--- src/hw/crf_consts.svh ---
// Offsets, field positions, reset values for compare-result flags.
// Assumes inclusion by bare name from package and modules.
`ifndef CRF_CONSTS_SVH
`define CRF_CONSTS_SVH
`define CRF_ADDR_W 4
`define CRF_DATA_W 16
`define CRF_ADDR_OPA 4'h0
`define CRF_ADDR_OPB 4'h1
`define CRF_ADDR_CTRL 4'h2
`define CRF_ADDR_FLAGS 4'h3
`define CRF_ADDR_STAT 4'h4
`define CRF_ADDR_MASK 4'h5
`define CRF_CTRL_SIGNED 0
`define CRF_CTRL_GO 1
`define CRF_BIT_LESS 0
`define CRF_BIT_LE 1
`define CRF_BIT_EQ 2
`define CRF_BIT_GREATER 3
`define CRF_BIT_GE 4
`define CRF_BIT_NE 5
`define CRF_FLAG_CNT 6
`define CRF_EVT_DONE 0
`define CRF_EVT_CNT 1
`define CRF_FLAGS_RST 6'h00
`define CRF_MASK_RST 1'h0
`endif

--- src/hw/crf_pkg.sv ---
// Types shared by the compare-result flag block.
// Assumes crf_consts.svh is on the include path.
`include "crf_consts.svh"
package crf_pkg;
  typedef logic [`CRF_FLAG_CNT-1:0] crf_flags_t;
  typedef logic [`CRF_ADDR_W-1:0] crf_addr_t;
  typedef logic [`CRF_DATA_W-1:0] crf_data_t;
endpackage : crf_pkg

--- src/hw/crf_cmp_if.sv ---
// Carrier between the flag top and its comparator.
// Assumes one clock domain; no timing inside.
`timescale 1ns/1ps
interface crf_compare_if #(parameter int W = 16);
  logic [W-1:0] opA;
  logic [W-1:0] opB;
  logic isSigned;
  crf_pkg::crf_flags_t flags;
  modport ctl (output opA, output opB, output isSigned, input flags);
  modport alu (input opA, input opB, input isSigned, output flags);
endinterface : crf_compare_if

--- src/hw/crf_comparator.sv ---
// Combinational six-way compare of two operands.
// Assumes caller registers the result when a compare executes.
`timescale 1ns/1ps
`include "crf_consts.svh"
module crf_comparator (
  // Operands in, flags out
  crf_compare_if.alu compareBus
);
  import crf_pkg::*;
  logic less;
  logic same;
  // Signedness picks the ordering; equality is width-exact
  always_comb begin
    if (compareBus.isSigned) begin
      less = $signed(compareBus.opA) < $signed(compareBus.opB);
    end else begin
      less = compareBus.opA < compareBus.opB;
    end
    same = compareBus.opA == compareBus.opB;
    compareBus.flags = '0;
    compareBus.flags[`CRF_BIT_LESS] = less; // see RL1
    compareBus.flags[`CRF_BIT_LE] = less | same; // see RL2
    compareBus.flags[`CRF_BIT_EQ] = same; // see RL3
    compareBus.flags[`CRF_BIT_GREATER] = ~less & ~same; // see RL4
    compareBus.flags[`CRF_BIT_GE] = ~less; // see RL5
    compareBus.flags[`CRF_BIT_NE] = ~same; // see RL6
  end
endmodule : crf_comparator

--- src/hw/crf_compare_flags.sv ---
// Compare-result flag block: six flags updated by a compare.
// Assumes a CPU pulses compareInstruction with operands valid, and
// software uses the plain register port with one-cycle strobes.
`timescale 1ns/1ps
`include "crf_consts.svh"

// Behaviour
// RL1 - Compare sets less-than flag when first operand below second, else clears.
// RL2 - Compare sets less-or-equal flag when first not above second, else clears.
// RL3 - Compare sets equal flag when both operands match, else clears.
// RL4 - Compare sets greater-than flag when first above second, else clears.
// RL5 - Compare sets greater-or-equal flag when first not below second.
// RL6 - Compare sets not-equal flag when operands differ, else clears.
// RL7 - Flag positions after the six compare flags are unused, read zero.
// RL8 - All six flags change together on a compare, hold otherwise.
module crf_compare_flags #(
  parameter int W = `CRF_DATA_W
) (
  // Clock and reset
  input wire logic clk,
  input wire logic reset,
  // CPU compare execution
  input wire logic compareInstruction,
  input wire logic [W-1:0] firstOperand,
  input wire logic [W-1:0] secondOperand,
  // Register port
  input wire crf_pkg::crf_addr_t regAddr,
  input wire crf_pkg::crf_data_t regWdata,
  input wire logic regWrite,
  input wire logic regRead,
  output crf_pkg::crf_data_t regRdata,
  // Result flags
  output logic lessThanFlag,
  output logic lessOrEqualFlag,
  output logic equalFlag,
  output logic greaterThanFlag,
  output logic greaterOrEqualFlag,
  output logic notEqualFlag,
  // Interrupt
  output logic interrupt
);
  import crf_pkg::*;

  // Address match, used by write and read decode
  function automatic logic hit(input crf_addr_t a, input crf_addr_t off);
    hit = (a == off);
  endfunction : hit

  // Zero-extend a narrow field into a bus word
  function automatic crf_data_t widen(input logic [W-1:0] v);
    widen = crf_data_t'(v);
  endfunction : widen

  typedef struct packed {
    logic [W-1:0] opA;
    logic [W-1:0] opB;
    logic signedMode;
    crf_flags_t flags;
    crf_data_t rdata;
    logic [`CRF_EVT_CNT-1:0] mask;
    logic irq;
  } crf_top_state_t;

  crf_top_state_t state;
  crf_top_state_t next_state;

  crf_compare_if #(.W(W)) compareBus ();

  logic swGo;
  logic exec;
  logic [`CRF_EVT_CNT-1:0] evt;
  logic [`CRF_EVT_CNT-1:0] irqStatus;
  logic [`CRF_EVT_CNT-1:0] irqMask;
  logic irqLine;
  logic statRead;
  logic irqPending;

  // Software may start a compare on the held operand registers
  assign swGo = regWrite && hit(regAddr, `CRF_ADDR_CTRL) &&
                regWdata[`CRF_CTRL_GO];

  // A CPU compare and a software start act alike
  assign exec = compareInstruction | swGo;

  // CPU operands win when both sources fire in one cycle
  assign compareBus.opA = compareInstruction ? firstOperand : state.opA;
  assign compareBus.opB = compareInstruction ? secondOperand : state.opB;
  assign compareBus.isSigned = state.signedMode;

  crf_comparator u_crf_comparator (
    .compareBus(compareBus)
  );

  // Completion event for the interrupt path
  assign evt[`CRF_EVT_DONE] = exec;
  assign statRead = regRead && hit(regAddr, `CRF_ADDR_STAT);

  crf_irq_unit #(.N(`CRF_EVT_CNT)) u_irq (
    .clk(clk),
    .reset(reset),
    .eventIn(evt),
    .readClear(statRead),
    .mask(irqMask),
    .status(irqStatus),
    .irq(irqLine)
  );

  // Mask sits in the state struct; the irq unit reads it from there
  assign irqMask = state.mask;
  assign irqPending = |(irqStatus & irqMask);

  // Next-state: operand writes, mode, flag capture, read data
  always_comb begin
    next_state = state;
    if (regWrite) begin
      case (regAddr)
        `CRF_ADDR_OPA: begin
          next_state.opA = regWdata[W-1:0];
        end
        `CRF_ADDR_OPB: begin
          next_state.opB = regWdata[W-1:0];
        end
        `CRF_ADDR_CTRL: begin
          next_state.signedMode = regWdata[`CRF_CTRL_SIGNED];
        end
        `CRF_ADDR_MASK: begin
          next_state.mask = regWdata[`CRF_EVT_CNT-1:0];
        end
        default: begin
          next_state.opA = state.opA; // other offsets take no write
        end
      endcase
    end
    // All six flags load in one cycle, else hold
    if (exec) begin
      next_state.flags = compareBus.flags; // see RL8
    end
    // Interrupt re-timed here so the output leaves this struct
    next_state.irq = irqLine;
    // Read data stands only in the cycle after the strobe
    next_state.rdata = '0;
    if (regRead) begin
      case (regAddr)
        `CRF_ADDR_OPA: begin
          next_state.rdata = widen(state.opA);
        end
        `CRF_ADDR_OPB: begin
          next_state.rdata = widen(state.opB);
        end
        `CRF_ADDR_CTRL: begin
          next_state.rdata[`CRF_CTRL_SIGNED] = state.signedMode;
        end
        `CRF_ADDR_FLAGS: begin
          // Upper positions stay zero: no function behind them
          next_state.rdata[`CRF_FLAG_CNT-1:0] = state.flags; // see RL7
        end
        `CRF_ADDR_STAT: begin
          next_state.rdata[`CRF_EVT_CNT-1:0] = irqStatus;
        end
        `CRF_ADDR_MASK: begin
          next_state.rdata[`CRF_EVT_CNT-1:0] = irqMask;
        end
        default: begin
          next_state.rdata = '0; // unmapped reads as zero
        end
      endcase
    end
  end

  // Single register stage for this module's state struct; event status and irq flops sit in u_irq
  always_ff @(posedge clk or posedge reset) begin
    if (reset) begin
      state <= '0;
    end else begin
      state <= next_state;
    end
  end

  // Outputs taken straight from the state flops
  assign regRdata = state.rdata;
  assign interrupt = state.irq;
  assign lessThanFlag = state.flags[`CRF_BIT_LESS];
  assign lessOrEqualFlag = state.flags[`CRF_BIT_LE];
  assign equalFlag = state.flags[`CRF_BIT_EQ];
  assign greaterThanFlag = state.flags[`CRF_BIT_GREATER];
  assign greaterOrEqualFlag = state.flags[`CRF_BIT_GE];
  assign notEqualFlag = state.flags[`CRF_BIT_NE];

  // Checks: helper copies of the operands actually compared
  logic [W-1:0] chkA;
  logic [W-1:0] chkB;
  logic chkSigned;
  assign chkA = compareBus.opA;
  assign chkB = compareBus.opB;
  assign chkSigned = state.signedMode;
endmodule : crf_compare_flags

--- src/hw/crf_irq_unit.sv ---
// Sticky event status, mask gate, level interrupt.
// Assumes one-cycle event pulses and one-cycle read-clear pulses.
`timescale 1ns/1ps
module crf_irq_unit #(
  parameter int N = 1
) (
  // Clock and reset
  input wire logic clk,
  input wire logic reset,
  // Events and software side
  input wire logic [N-1:0] eventIn,
  input wire logic readClear,
  input wire logic [N-1:0] mask,
  // Results
  output logic [N-1:0] status,
  output logic irq
);
  typedef struct packed {
    logic [N-1:0] status;
    logic irq;
  } crf_irq_state_t;
  crf_irq_state_t state;
  crf_irq_state_t next_state;
  // Set beats a clear in the same cycle so no event is lost
  always_comb begin
    next_state = state;
    if (readClear) begin
      next_state.status = '0;
    end
    next_state.status = next_state.status | eventIn;
    next_state.irq = |(state.status & mask);
  end
  always_ff @(posedge clk or posedge reset) begin
    if (reset) begin
      state <= '0;
    end else begin
      state <= next_state;
    end
  end
  assign status = state.status;
  assign irq = state.irq;
endmodule : crf_irq_unit

--- config.mk ---
export PLATFORM = sky130hd
export DESIGN_NAME = crf_compare_flags
export DESIGN_NICKNAME = d
export VERILOG_FILES = /design/src/hw/crf_pkg.sv /design/src/hw/crf_cmp_if.sv /design/src/hw/crf_comparator.sv /design/src/hw/crf_compare_flags.sv /design/src/hw/crf_irq_unit.sv
export VERILOG_INCLUDE_DIRS = /design/src /design/src/hw
export SDC_FILE = /design/constraint.sdc
export NUM_CORES = 1
export LEC_CHECK = 0
export ABC_AREA = 1
export BUFFER_PORTS_ARGS = -buffer_cell sky130_fd_sc_hd__buf_2
export CORE_MARGIN = 1.5
export CORE_UTILIZATION = 52
export DETAILED_ROUTE_END_ITERATION = 10
export PLACE_DENSITY_LB_ADDON = 0.25
export SYNTH_ARGS = -nofsm -noshare
export SYNTH_HDL_FRONTEND = slang
export SYNTH_SLANG_ARGS = --single-unit
export TNS_END_PERCENT = 20
--- constraint.sdc ---
create_clock -name clk -period 2.25 [get_ports clk]
set_input_delay 0.1125 -clock clk [delete_from_list [all_inputs] [get_ports clk]]
set_output_delay 0.1125 -clock clk [all_outputs]
set_load 0.01 [all_outputs]
==> results of run 1 <==
worst register-to-register path, stage by stage, from the launching register on:
cell and delay [ns]:
dfrtp_1 0.34, inv_1 0.07, o21ai_0 0.22, ha_1 0.29, a21oi_1 0.15, nor2_1 0.05, nor2_1 0.08, nand2_1 0.06
nand2_1 0.07, nand2_1 0.05, nand2_1 0.10, nand3_2 0.09, nand2_1 0.06, inv_1 0.03
layout make-up:
type	count	area, um2	area share
clock inverter	5	77.6	0.0200
clock buffer	11	131	0.0339
multi-input combinational	268	1410	0.364
inverter	53	199	0.0513
tap	75	93.8	0.0242
timing repair buffer	89	488	0.126
sequential	59	1480	0.381
through the flow:
step / power (uW) / utilization / instances / area, um2 / hold WS [ns]
2_1_floorplan: 1780 / - / 412 / 3270 / 0.216
3_3_place_gp: 2000 / 0.609 / 542 / 3650 / 0.0226
3_5_place_dp: 2030 / 0.609 / 542 / 3650 / 0.0279
4_1_cts: 3070 / 0.647 / 560 / 3880 / 0.0127
5_1_grt: 3230 / 0.647 / 560 / 3880 / 0.0381
6_report: 3050 / 0.647 / 560 / 3880 / 0.0205
cell families (layout without fill, tap and decap cells):
family / Yosys count / in the layout / synth area share
AO/OA/AOI/OAI: 76 / 76 / 0.122
multiplexers: 11 / 11 / 0.0336
adder cells (fa/ha/maj): 16 / 16 / 0.0612
AND/OR/NAND/NOR: 165 / 165 / 0.214
flip-flops: 59 / 59 / 0.451
buffers and inverters: 85 / 158 / 0.118
path summary, 6_finish.rpt:
path                             startpoint              end  slack, ns
worst max register to register    state[46]  lessOrEqualFlag       0.47
min in group asynchronous             reset     regRdata[15]       0.22
worst min register to register    u_irq.irq        interrupt       0.35
worst max-delay path              state[46]  lessOrEqualFlag       0.47
max in group asynchronous             reset        state[44]       1.41
worst min-delay path            regWdata[4]        state[29]       0.02
flip-flops by register name, indices dropped and copies added, names as in the netlist:
name and flops:
state 32, regRdata 16, chkSigned 1, equalFlag 1
greaterOrEqualFlag 1, greaterThanFlag 1, interrupt 1, irqMask 1
lessOrEqualFlag 1, lessThanFlag 1, notEqualFlag 1, u_irq.irq 1
u_irq.status 1
routing by layer:
layer  global-route usage  vias up  wire length, um
met5                    0        -                0
met4                0.120        0              153
met3               0.0407       15              493
met2                0.377       91             3430
met1                0.350     1272             3600
li1                     -     1442                -
power by group through the flow:
stage | Clock, uW | Combinational, uW | Sequential, uW
detailed placement | 0 | 643 | 1380
finish | 1030 | 648 | 1370
global placement | 0 | 623 | 1380
CTS | 1050 | 650 | 1360
global route | 1090 | 752 | 1380
floorplan | 0 | 435 | 1340
placed cells by master, fill, tap and decap left out, drive strengths merged, types with 15 or more instances in the layout:
cell and n:
inv 53, dfrtp 59, nand2 126, nand3 19, nor2 15, a21oi 18, buf 87, ha 16
o21ai 51
==> flow_metrics.py, run 1 <==
metrics = {
    "cts": {
        "cts.reportedPaths.clkPinSlew_ns": 0.06,
        "cts_sinks": 59,
        "h-tree-depth": 3,
        "hold_buffers": 2,
        "post_cts_resized": 0,
        "numCtsBuffers": 9,
        "clockBufferDepth": 2,
        "cts_tree": "built",
        "root_buffer": "clkbuf_8",
        "clock_latency_ns": 0.34,
        "cts_setup_buffers": 0,
    },
    "synthesis": {
        "netlist_instances": 412,
        "synth_edf_count": 0,
        "seq_area_frac_synth": 0.451,
        "async_flop_share": 1.00,
        "yosys.cell_types.count": 25,
        "ys.flop_type": "dfrtp_1",
        "ys_ff_latch": 59,
        "mappedNetlistArea_mm2": 0.00327,
        "post_synth_most_frequent_cells": "nand2_1, dfrtp_1, inv_1",
        "synth_top_area_frac": 0.451,
        "yosys.area.top_type": "dfrtp_1",
        "synth.area.top_cells": "dfrtp_1, nand2_1, o21ai_0, ha_1, inv_1",
        "synth_fp_nets": 485,
        "synth_area_per_cell_um2": 7.94,
        "yosysWarnings": 0,
        "yosysMostFrequentCell": "nand2_1",
    },
    "power_and_ir_drop": {
        "p_comb_frac": 0.213,
        "power.share.clock": 0.337,
        "p_seq_frac": 0.450,
        "p_leak_uw": 0.00218,
        "p_int_uw": 2120,
        "switching_share": 0.305,
        "netSwitchingPower_uw": 929,
        "powerDensity_mw_per_mm2": 786,
        "peakVddDrop_v": 0.000464,
    },
    "worst_setup_path": {
        "worst-r2r-cell-count": 13,
        "cpLargestDelayFamily": "simple AND/OR/NAND/NOR gates",
        "crit_buf_inv": 2,
        "cp_data_required_time_ns": 2.49,
        "start_kind": "flop",
        "cp_data_arrival_time_ns": 2.02,
        "cp.depth": 13,
        "crit_type": "flop to flop",
        "cp_cell_sequence": "inv_1 -> o21ai_0 -> ha_1 -> a21oi_1 -> nor2_1 -> nor2_1 -> nand2_1 -> nand2_1 -> nand2_1 -> nand2_1 -> nand3_2 -> nand2_1 -> inv_1",
        "max_stage_delay_ns": 0.34,
        "path_common_cell": "nand2_1",
        "path_max_fanout": 3,
        "cp-end-kind": "flop",
        "worst_path_max_delay_cell": "dfrtp_1",
    },
    "floorplan": {
        "initial_core_util": 0.546,
        "num_io_pins": 80,
        "core_area_mm2": 0.00599,
        "dieHeight_um": 82.3,
        "dieWidth_um": 82.3,
        "rows": 28,
        "dieArea_mm2": 0.00678,
    },
    "sta": {
        "relSlewSlack": 0.601,
        "finalClockSkew_ns": 0.00824,
        "drv_slew": 0,
        "rsz0062_at_grt": "no",
        "clock.fmax_mhz": 563,
        "worst_pin_slew_ns": 0.597,
        "tns_ns": 0,
        "fin_ws_ns": 0.472,
        "hold_viol_final": 0,
        "setup_viol": 0,
        "period_share": 0.790,
        "period_needed_ns": 1.78,
    },
    "layout": {
        "antenna_cells": 0,
        "num-nets-final": 553,
        "fill_cells": 547,
        "drive_gt1_frac": 0.239,
        "syn_to_final_growth_pct": 18.4,
    },
    "placement": {
        "gp_congestion": 0.985,
        "port_buffers": 79,
        "place_ws_ns": 0.309,
        "dp_hpwl_um": 5920,
    },
    "grt": {
        "grt_first_pass_wirelength_um": 12400,
        "antenna_found_initial": 0,
        "grt_overflow": 0,
        "grt_max_degree": 33,
        "grt.total_usage": 0.251,
        "grt_pass1_vias": 2630,
    },
    "routing": {
        "ant_nets": 0,
        "drt-initial-drc-count": 149,
        "vias_per_cell": 5.04,
        "detail_route.wl_per_cell_um": 13.7,
        "via_count": 2820,
        "first_pass_iters": 4,
        "drc": 0,
        "wl_um": 7680,
    },
    "job": {
        "drv_cap": 0,
    },
    "outcome": {
        "status": "finished clean",
    },
    "worst_hold_path": {
        "hold_depth": 3,
        "hold_class": "input pin to flop",
    },
}
Note: power is estimated with default switching activity, not from simulation.
==> run 2: changes to the inputs <==
--- a/config.mk
+++ b/config.mk
@@ -9,7 +9,7 @@
 export ABC_AREA = 1
 export BUFFER_PORTS_ARGS = -buffer_cell sky130_fd_sc_hd__buf_2
 export CORE_MARGIN = 1.5
-export CORE_UTILIZATION = 52
+export CORE_UTILIZATION = 48
 export DETAILED_ROUTE_END_ITERATION = 10
 export PLACE_DENSITY_LB_ADDON = 0.25
 export SYNTH_ARGS = -nofsm -noshare
==> constraint.sdc (replaced) <==
create_clock -name clk -period 1.6 [get_ports clk]
set_input_delay 0.08 -clock clk [delete_from_list [all_inputs] [get_ports clk]]
set_output_delay 0.08 -clock clk [all_outputs]
set_load 0.01 [all_outputs]
==> run 2 against run 1 <==
The run now ends with DRC, setup timing left. Critical path depth is 5 lower. Setup slack lost 0.67 ns. Combinational power is 120% higher. Count of clock-buffer cells in the layout increased by 4. Sequential cell count stayed put. Clock power up 38%. Global-route usage grew 0.27 points. Register-to-register slack worse by 0.67 ns. Critical endpoint is now greaterOrEqualFlag. Largest cell class is now multi-input gates.
==> flow_metrics.py, run 2 (same netlist as run 1, synthesis figures left out) <==
metrics = {
    "outcome": {
        "status": "finished, violations left",
        "failed_checks": "DRC, setup timing",
    },
    "cts": {
        "clockBufferDepth": 2,
        "h-tree-depth": 3,
        "cts_sinks": 59,
        "clock_latency_ns": 0.35,
        "cts_tree": "built",
        "cts.reportedPaths.clkPinSlew_ns": 0.07,
        "root_buffer": "clkbuf_8",
        "numCtsBuffers": 9,
    },
    "grt": {
        "grt_overflow": 0,
        "antenna_found_initial": 0,
        "grt.total_usage": 0.253,
        "grt_first_pass_wirelength_um": 14100,
        "grt_pass1_vias": 2904,
        "grt_max_degree": 37,
    },
    "routing": {
        "drt-initial-drc-count": 180,
        "ant_nets": 0,
        "vias_per_cell": 5.02,
        "drc": 5,
        "wl_um": 8770,
        "first_pass_iters": 7,
        "via_count": 3076,
        "detail_route.wl_per_cell_um": 14.3,
    },
    "floorplan": {
        "dieWidth_um": 85.6,
        "dieHeight_um": 85.6,
        "initial_core_util": 0.507,
        "num_io_pins": 80,
        "core_area_mm2": 0.00646,
        "rows": 29,
        "dieArea_mm2": 0.00732,
    },
    "sta": {
        "fin_ws_ns": -0.201,
        "period_share": 1.13,
        "period_needed_ns": 1.80,
        "setup_viol": 7,
        "clock.fmax_mhz": 555,
        "drv_slew": 0,
        "worst_pin_slew_ns": 0.635,
        "finalClockSkew_ns": 0.0115,
        "rsz0062_at_grt": "yes",
        "tns_ns": -0.894,
        "relSlewSlack": 0.575,
        "hold_viol_final": 0,
    },
    "placement": {
        "dp_hpwl_um": 6020,
        "gp_congestion": 0.879,
        "port_buffers": 79,
    },
    "worst_setup_path": {
        "cp-end-kind": "flop",
        "start_kind": "flop",
        "crit_type": "flop to flop",
        "cp_data_required_time_ns": 1.83,
        "path_max_fanout": 3,
        "cp_data_arrival_time_ns": 2.03,
    },
    "layout": {
        "antenna_cells": 0,
        "drive_gt1_frac": 0.330,
        "mostFrequentLayoutCells": "nand2_1, buf_2, dfrtp_1",
        "largest-register": "state",
        "largest_reg_flops": 32,
        "num-nets-final": 604,
        "final_common_cell": "nand2_1",
        "syn_to_final_growth_pct": 35.1,
    },
    "power_and_ir_drop": {
        "p_int_uw": 3260,
        "peakVddDrop_v": 0.000695,
        "powerDensity_mw_per_mm2": 1060,
        "total_power_uw": 4680,
        "p_comb_frac": 0.298,
        "switching_share": 0.304,
        "power.share.clock": 0.303,
        "p_seq_frac": 0.399,
        "netSwitchingPower_uw": 1420,
        "p_leak_uw": 0.00246,
    },
    "job": {
        "drv_cap": 0,
    },
    "worst_hold_path": {
        "hold_class": "input pin to flop",
    },
}
run 2: changes by cell type in the layout (fill, tap and decap cells not counted), sizes merged:
cell / previous run / this run
clkinvlp: 1 / 0
clkbuf: 11 / 15
dlygate4sd3: 2 / 13
buf: 87 / 127
bufinv: 2 / 1
clkinv: 2 / 0
run 2: path summary, 6_finish.rpt:
path / startpoint / to / slack [ns] / cells after the start
worst min register to register: u_irq.irq / interrupt / 0.36 / 0
worst min-delay path: regWdata[13] / state[38] / 0.009 / 3
worst max-delay path: state[36] / greaterOrEqualFlag / -0.20 / 8
max in group asynchronous: reset / state[29] / 0.72 / 4
worst max register to register: state[36] / greaterOrEqualFlag / -0.20 / 8
min in group asynchronous: reset / u_irq.irq / 0.31 / 3
run 2: worst max-delay path: stages, from the launching register on:
cell     delay [ns]
dfrtp_1        0.38
mux2i_1        0.21
ha_4           0.25
a21oi_1        0.13
nand2_1        0.09
a21oi_2        0.29
nand3_4        0.14
nand3_1        0.11
o21ai_0        0.08
run 2: power groups by stage:
| stage | Sequential [uW] | Clock [uW] | Combinational, uW |
|---|---|---|---|
| floorplan | 1890 | 0 | 625 |
| global placement | 1880 | 0 | 1150 |
| detailed placement | 1890 | 0 | 1180 |
| CTS | 1860 | 1440 | 1280 |
| global route | 1890 | 1510 | 1570 |
| finish | 1870 | 1420 | 1400 |
run 2: per-layer routing:
| metal | global-route usage | vias to the layer above | routed length, um |
|---|---|---|---|
| met3 | 0.0433 | 14 | 625 |
| li1 | - | 1552 | - |
| met4 | 0.107 | 0 | 154 |
| met2 | 0.377 | 103 | 4110 |
| met5 | 0 | - | 0 |
| met1 | 0.367 | 1407 | 3870 |
run 2: cell type report:
cell class | count | area (um2)
Inverter | 53 | 199
Tap cell | 77 | 96.3
Sequential cell | 59 | 1480
Timing Repair Buffer | 140 | 923
Fill cell | 555 | 2040
Clock inverter | 1 | 30.0
Multi-Input combinational cell | 268 | 1520
Clock buffer | 15 | 176
run 2: what timing repair did:
| action | 4_1_cts | 5_1_grt |
|---|---|---|
| endpoints found under the hold margin | 40 | 0 |
| buffers inserted | 7 | 1 |
| endpoints found under the setup margin | 4 | 7 |
| gates resized for setup | 10 | 18 |
| pin swaps | 6 | 8 |
| hold buffers | 13 | 0 |
run 2: per-stage QoR:
| step | setup WS [ns] | instance area [um2] | util | instances | hold slack [ns] |
|---|---|---|---|---|---|
| global placement | -0.0820 | 3920 | 0.608 | 576 | 0.136 |
| floorplan | 0.00146 | 3300 | - | 412 | 0.184 |
| CTS | -0.0812 | 4330 | 0.671 | 612 | 0.00106 |
| global route | -0.318 | 4420 | 0.684 | 613 | 0.0122 |
| finish | -0.201 | 4420 | 0.684 | 613 | 0.00882 |
| detailed placement | -0.127 | 3920 | 0.608 | 576 | 0.139 |
==> run 3: changes to the inputs <==
==> constraint.sdc (replaced) <==
create_clock -name clk -period 1.6 [get_ports clk]
set_input_delay 0.32 -clock clk [delete_from_list [all_inputs] [get_ports clk]]
set_output_delay 0.32 -clock clk [all_outputs]
set_load 0.01 [all_outputs]
==> run 3 against run 2 <==
Fmax up 5.9%. Non-clock buffer count is 19 lower. Largest power group unchanged. Largest cell class is now flip-flops and latches. Critical endpoint is now lessOrEqualFlag. Critical path depth grew 5. Via count fell by 0.36%. First-iteration DRC count fell by 3.9%. Die area did not move. Setup slack gained 0.10 ns. Combinational power fell by 10%. Sequential cell count unchanged. Power shrank 0.83%. The run still ends with DRC, setup timing left. Routed wire length shrank 2.8%. Critical path type unchanged.
==> flow_metrics.py, run 3 (same netlist as run 1, synthesis figures left out) <==
metrics = {
    "cts": {
        "clock_latency_ns": 0.35,
        "cts.reportedPaths.clkPinSlew_ns": 0.07,
        "cts_sinks": 59,
        "h-tree-depth": 3,
        "root_buffer": "clkbuf_8",
        "cts_tree": "built",
        "hold_buffers": 0,
        "clockBufferDepth": 2,
        "numCtsBuffers": 9,
    },
    "sta": {
        "setup_viol": 6,
        "period_needed_ns": 1.70,
        "fin_ws_ns": -0.101,
        "rsz0062_at_grt": "yes",
        "hold_viol_final": 0,
        "worst_pin_slew_ns": 0.403,
        "relSlewSlack": 0.731,
        "hold-worst-slack_ns": 0.0386,
        "drv_slew": 0,
        "period_share": 1.06,
        "clock.fmax_mhz": 588,
        "finalClockSkew_ns": 0.00675,
    },
    "placement": {
        "place_inst": 572,
        "dpl_cell_area_mm2": 0.00391,
        "gp_congestion": 0.872,
        "port_buffers": 79,
        "place_ws_ns": -0.463,
        "dp_hpwl_um": 6160,
    },
    "grt": {
        "antenna_found_initial": 0,
        "grt_first_pass_wirelength_um": 13900,
        "grt_pass1_vias": 2955,
        "grt.total_usage": 0.250,
        "grt_overflow": 0,
        "grt_max_degree": 60,
    },
    "worst_setup_path": {
        "path_max_fanout": 3,
        "start_kind": "flop",
        "worst-r2r-cell-count": 13,
        "cp_data_arrival_time_ns": 1.94,
        "cp_data_required_time_ns": 1.84,
        "crit_type": "flop to flop",
        "cp-end-kind": "flop",
    },
    "floorplan": {
        "num_io_pins": 80,
        "dieArea_mm2": 0.00732,
        "dieHeight_um": 85.6,
        "core_area_mm2": 0.00646,
        "dieWidth_um": 85.6,
        "initial_core_util": 0.507,
        "rows": 29,
    },
    "routing": {
        "first_pass_iters": 7,
        "drc": 8,
        "detail_route.wl_per_cell_um": 14.3,
        "vias_per_cell": 5.16,
        "ant_nets": 0,
        "drt-initial-drc-count": 173,
        "via_count": 3065,
        "wl_um": 8520,
    },
    "job": {
        "drv_cap": 0,
    },
    "power_and_ir_drop": {
        "powerDensity_mw_per_mm2": 1110,
        "p_comb_frac": 0.272,
        "p_int_uw": 3200,
        "total_power_uw": 4640,
        "power.share.clock": 0.325,
        "p_seq_frac": 0.403,
        "peakVddDrop_v": 0.000568,
        "switching_share": 0.312,
        "netSwitchingPower_uw": 1450,
        "p_leak_uw": 0.00234,
    },
    "worst_hold_path": {
        "hold_class": "input pin to async pin",
    },
    "outcome": {
        "status": "finished, violations left",
        "failed_checks": "DRC, setup timing",
    },
    "layout": {
        "largest-register": "state",
        "final_common_cell": "nand2_1",
        "fin_area_mm2": 0.00420,
        "syn_to_final_growth_pct": 28.2,
        "mostFrequentLayoutCells": "nand2_1, buf_2, dfrtp_1",
        "largest_reg_flops": 32,
        "final_cell_count_no_fill": 594,
        "num-nets-final": 585,
        "drive_gt1_frac": 0.327,
        "antenna_cells": 0,
    },
}
## run 3: power by group through the flow
| stage | combinational, uW | clock (uW) | sequential [uW] |
|---|---|---|---|
| floorplan | 656 | 0 | 1890 |
| global placement | 1140 | 0 | 1880 |
| detailed placement | 1170 | 0 | 1890 |
| CTS | 1220 | 1530 | 1870 |
| global route | 1420 | 1600 | 1900 |
| finish | 1260 | 1510 | 1870 |
## run 3: area by class of cell
| class | instances | area (um2) |
|---|---|---|
| clock inverter | 7 | 92.6 |
| multi-input combinational | 268 | 1460 |
| clock buffer | 9 | 124 |
| tap | 77 | 96.3 |
| inverter | 53 | 208 |
| sequential | 59 | 1480 |
| timing repair buffer | 121 | 738 |
| fill | 551 | 2260 |
## run 3: per-stage QoR
stage / utilization / TNS [ns]
floorplan: - / -0.607
global route: 0.650 / -1.11
global placement: 0.606 / -2.05
CTS: 0.644 / -0.286
finish: 0.650 / -0.373
detailed placement: 0.606 / -2.32
## run 3: layer usage
layer | global-route usage | vias to the layer above | wire, um
met5 | 0 | - | 0
met4 | 0.117 | 0 | 254
met3 | 0.0616 | 26 | 517
met2 | 0.393 | 108 | 3890
met1 | 0.327 | 1427 | 3860
li1 | - | 1504 | -
## run 3: repair_timing
action	4_1_cts	5_1_grt
setup endpoints to repair	4	6
setup buffers	3	3
pin swaps	10	9
gates resized for setup	10	7
## run 3: worst paths after layout
kind	startpoint	to	slack, ns
setup reg to reg	state[50]	lessOrEqualFlag	-0.10
hold reg to reg	u_irq.irq	interrupt	0.35
max in group asynchronous	reset	state[45]	1.30
min in group clk	regWdata[0]	chkSigned	0.20
hold / removal	reset	interrupt	0.04
setup / recovery	state[50]	lessOrEqualFlag	-0.10
## run 3: worst max-delay path, stage by stage, from the launching register on
cell and delay, ns:
dfrtp_1 0.38, nand2_1 0.09, nand2_1 0.06, ha_1 0.29
nand2_1 0.08, nand2_1 0.05, nand3_1 0.06, nand2_1 0.07
a21oi_2 0.17, nand2_1 0.08, nand2_2 0.09, nand3_2 0.07
nand2_1 0.06, inv_1 0.04
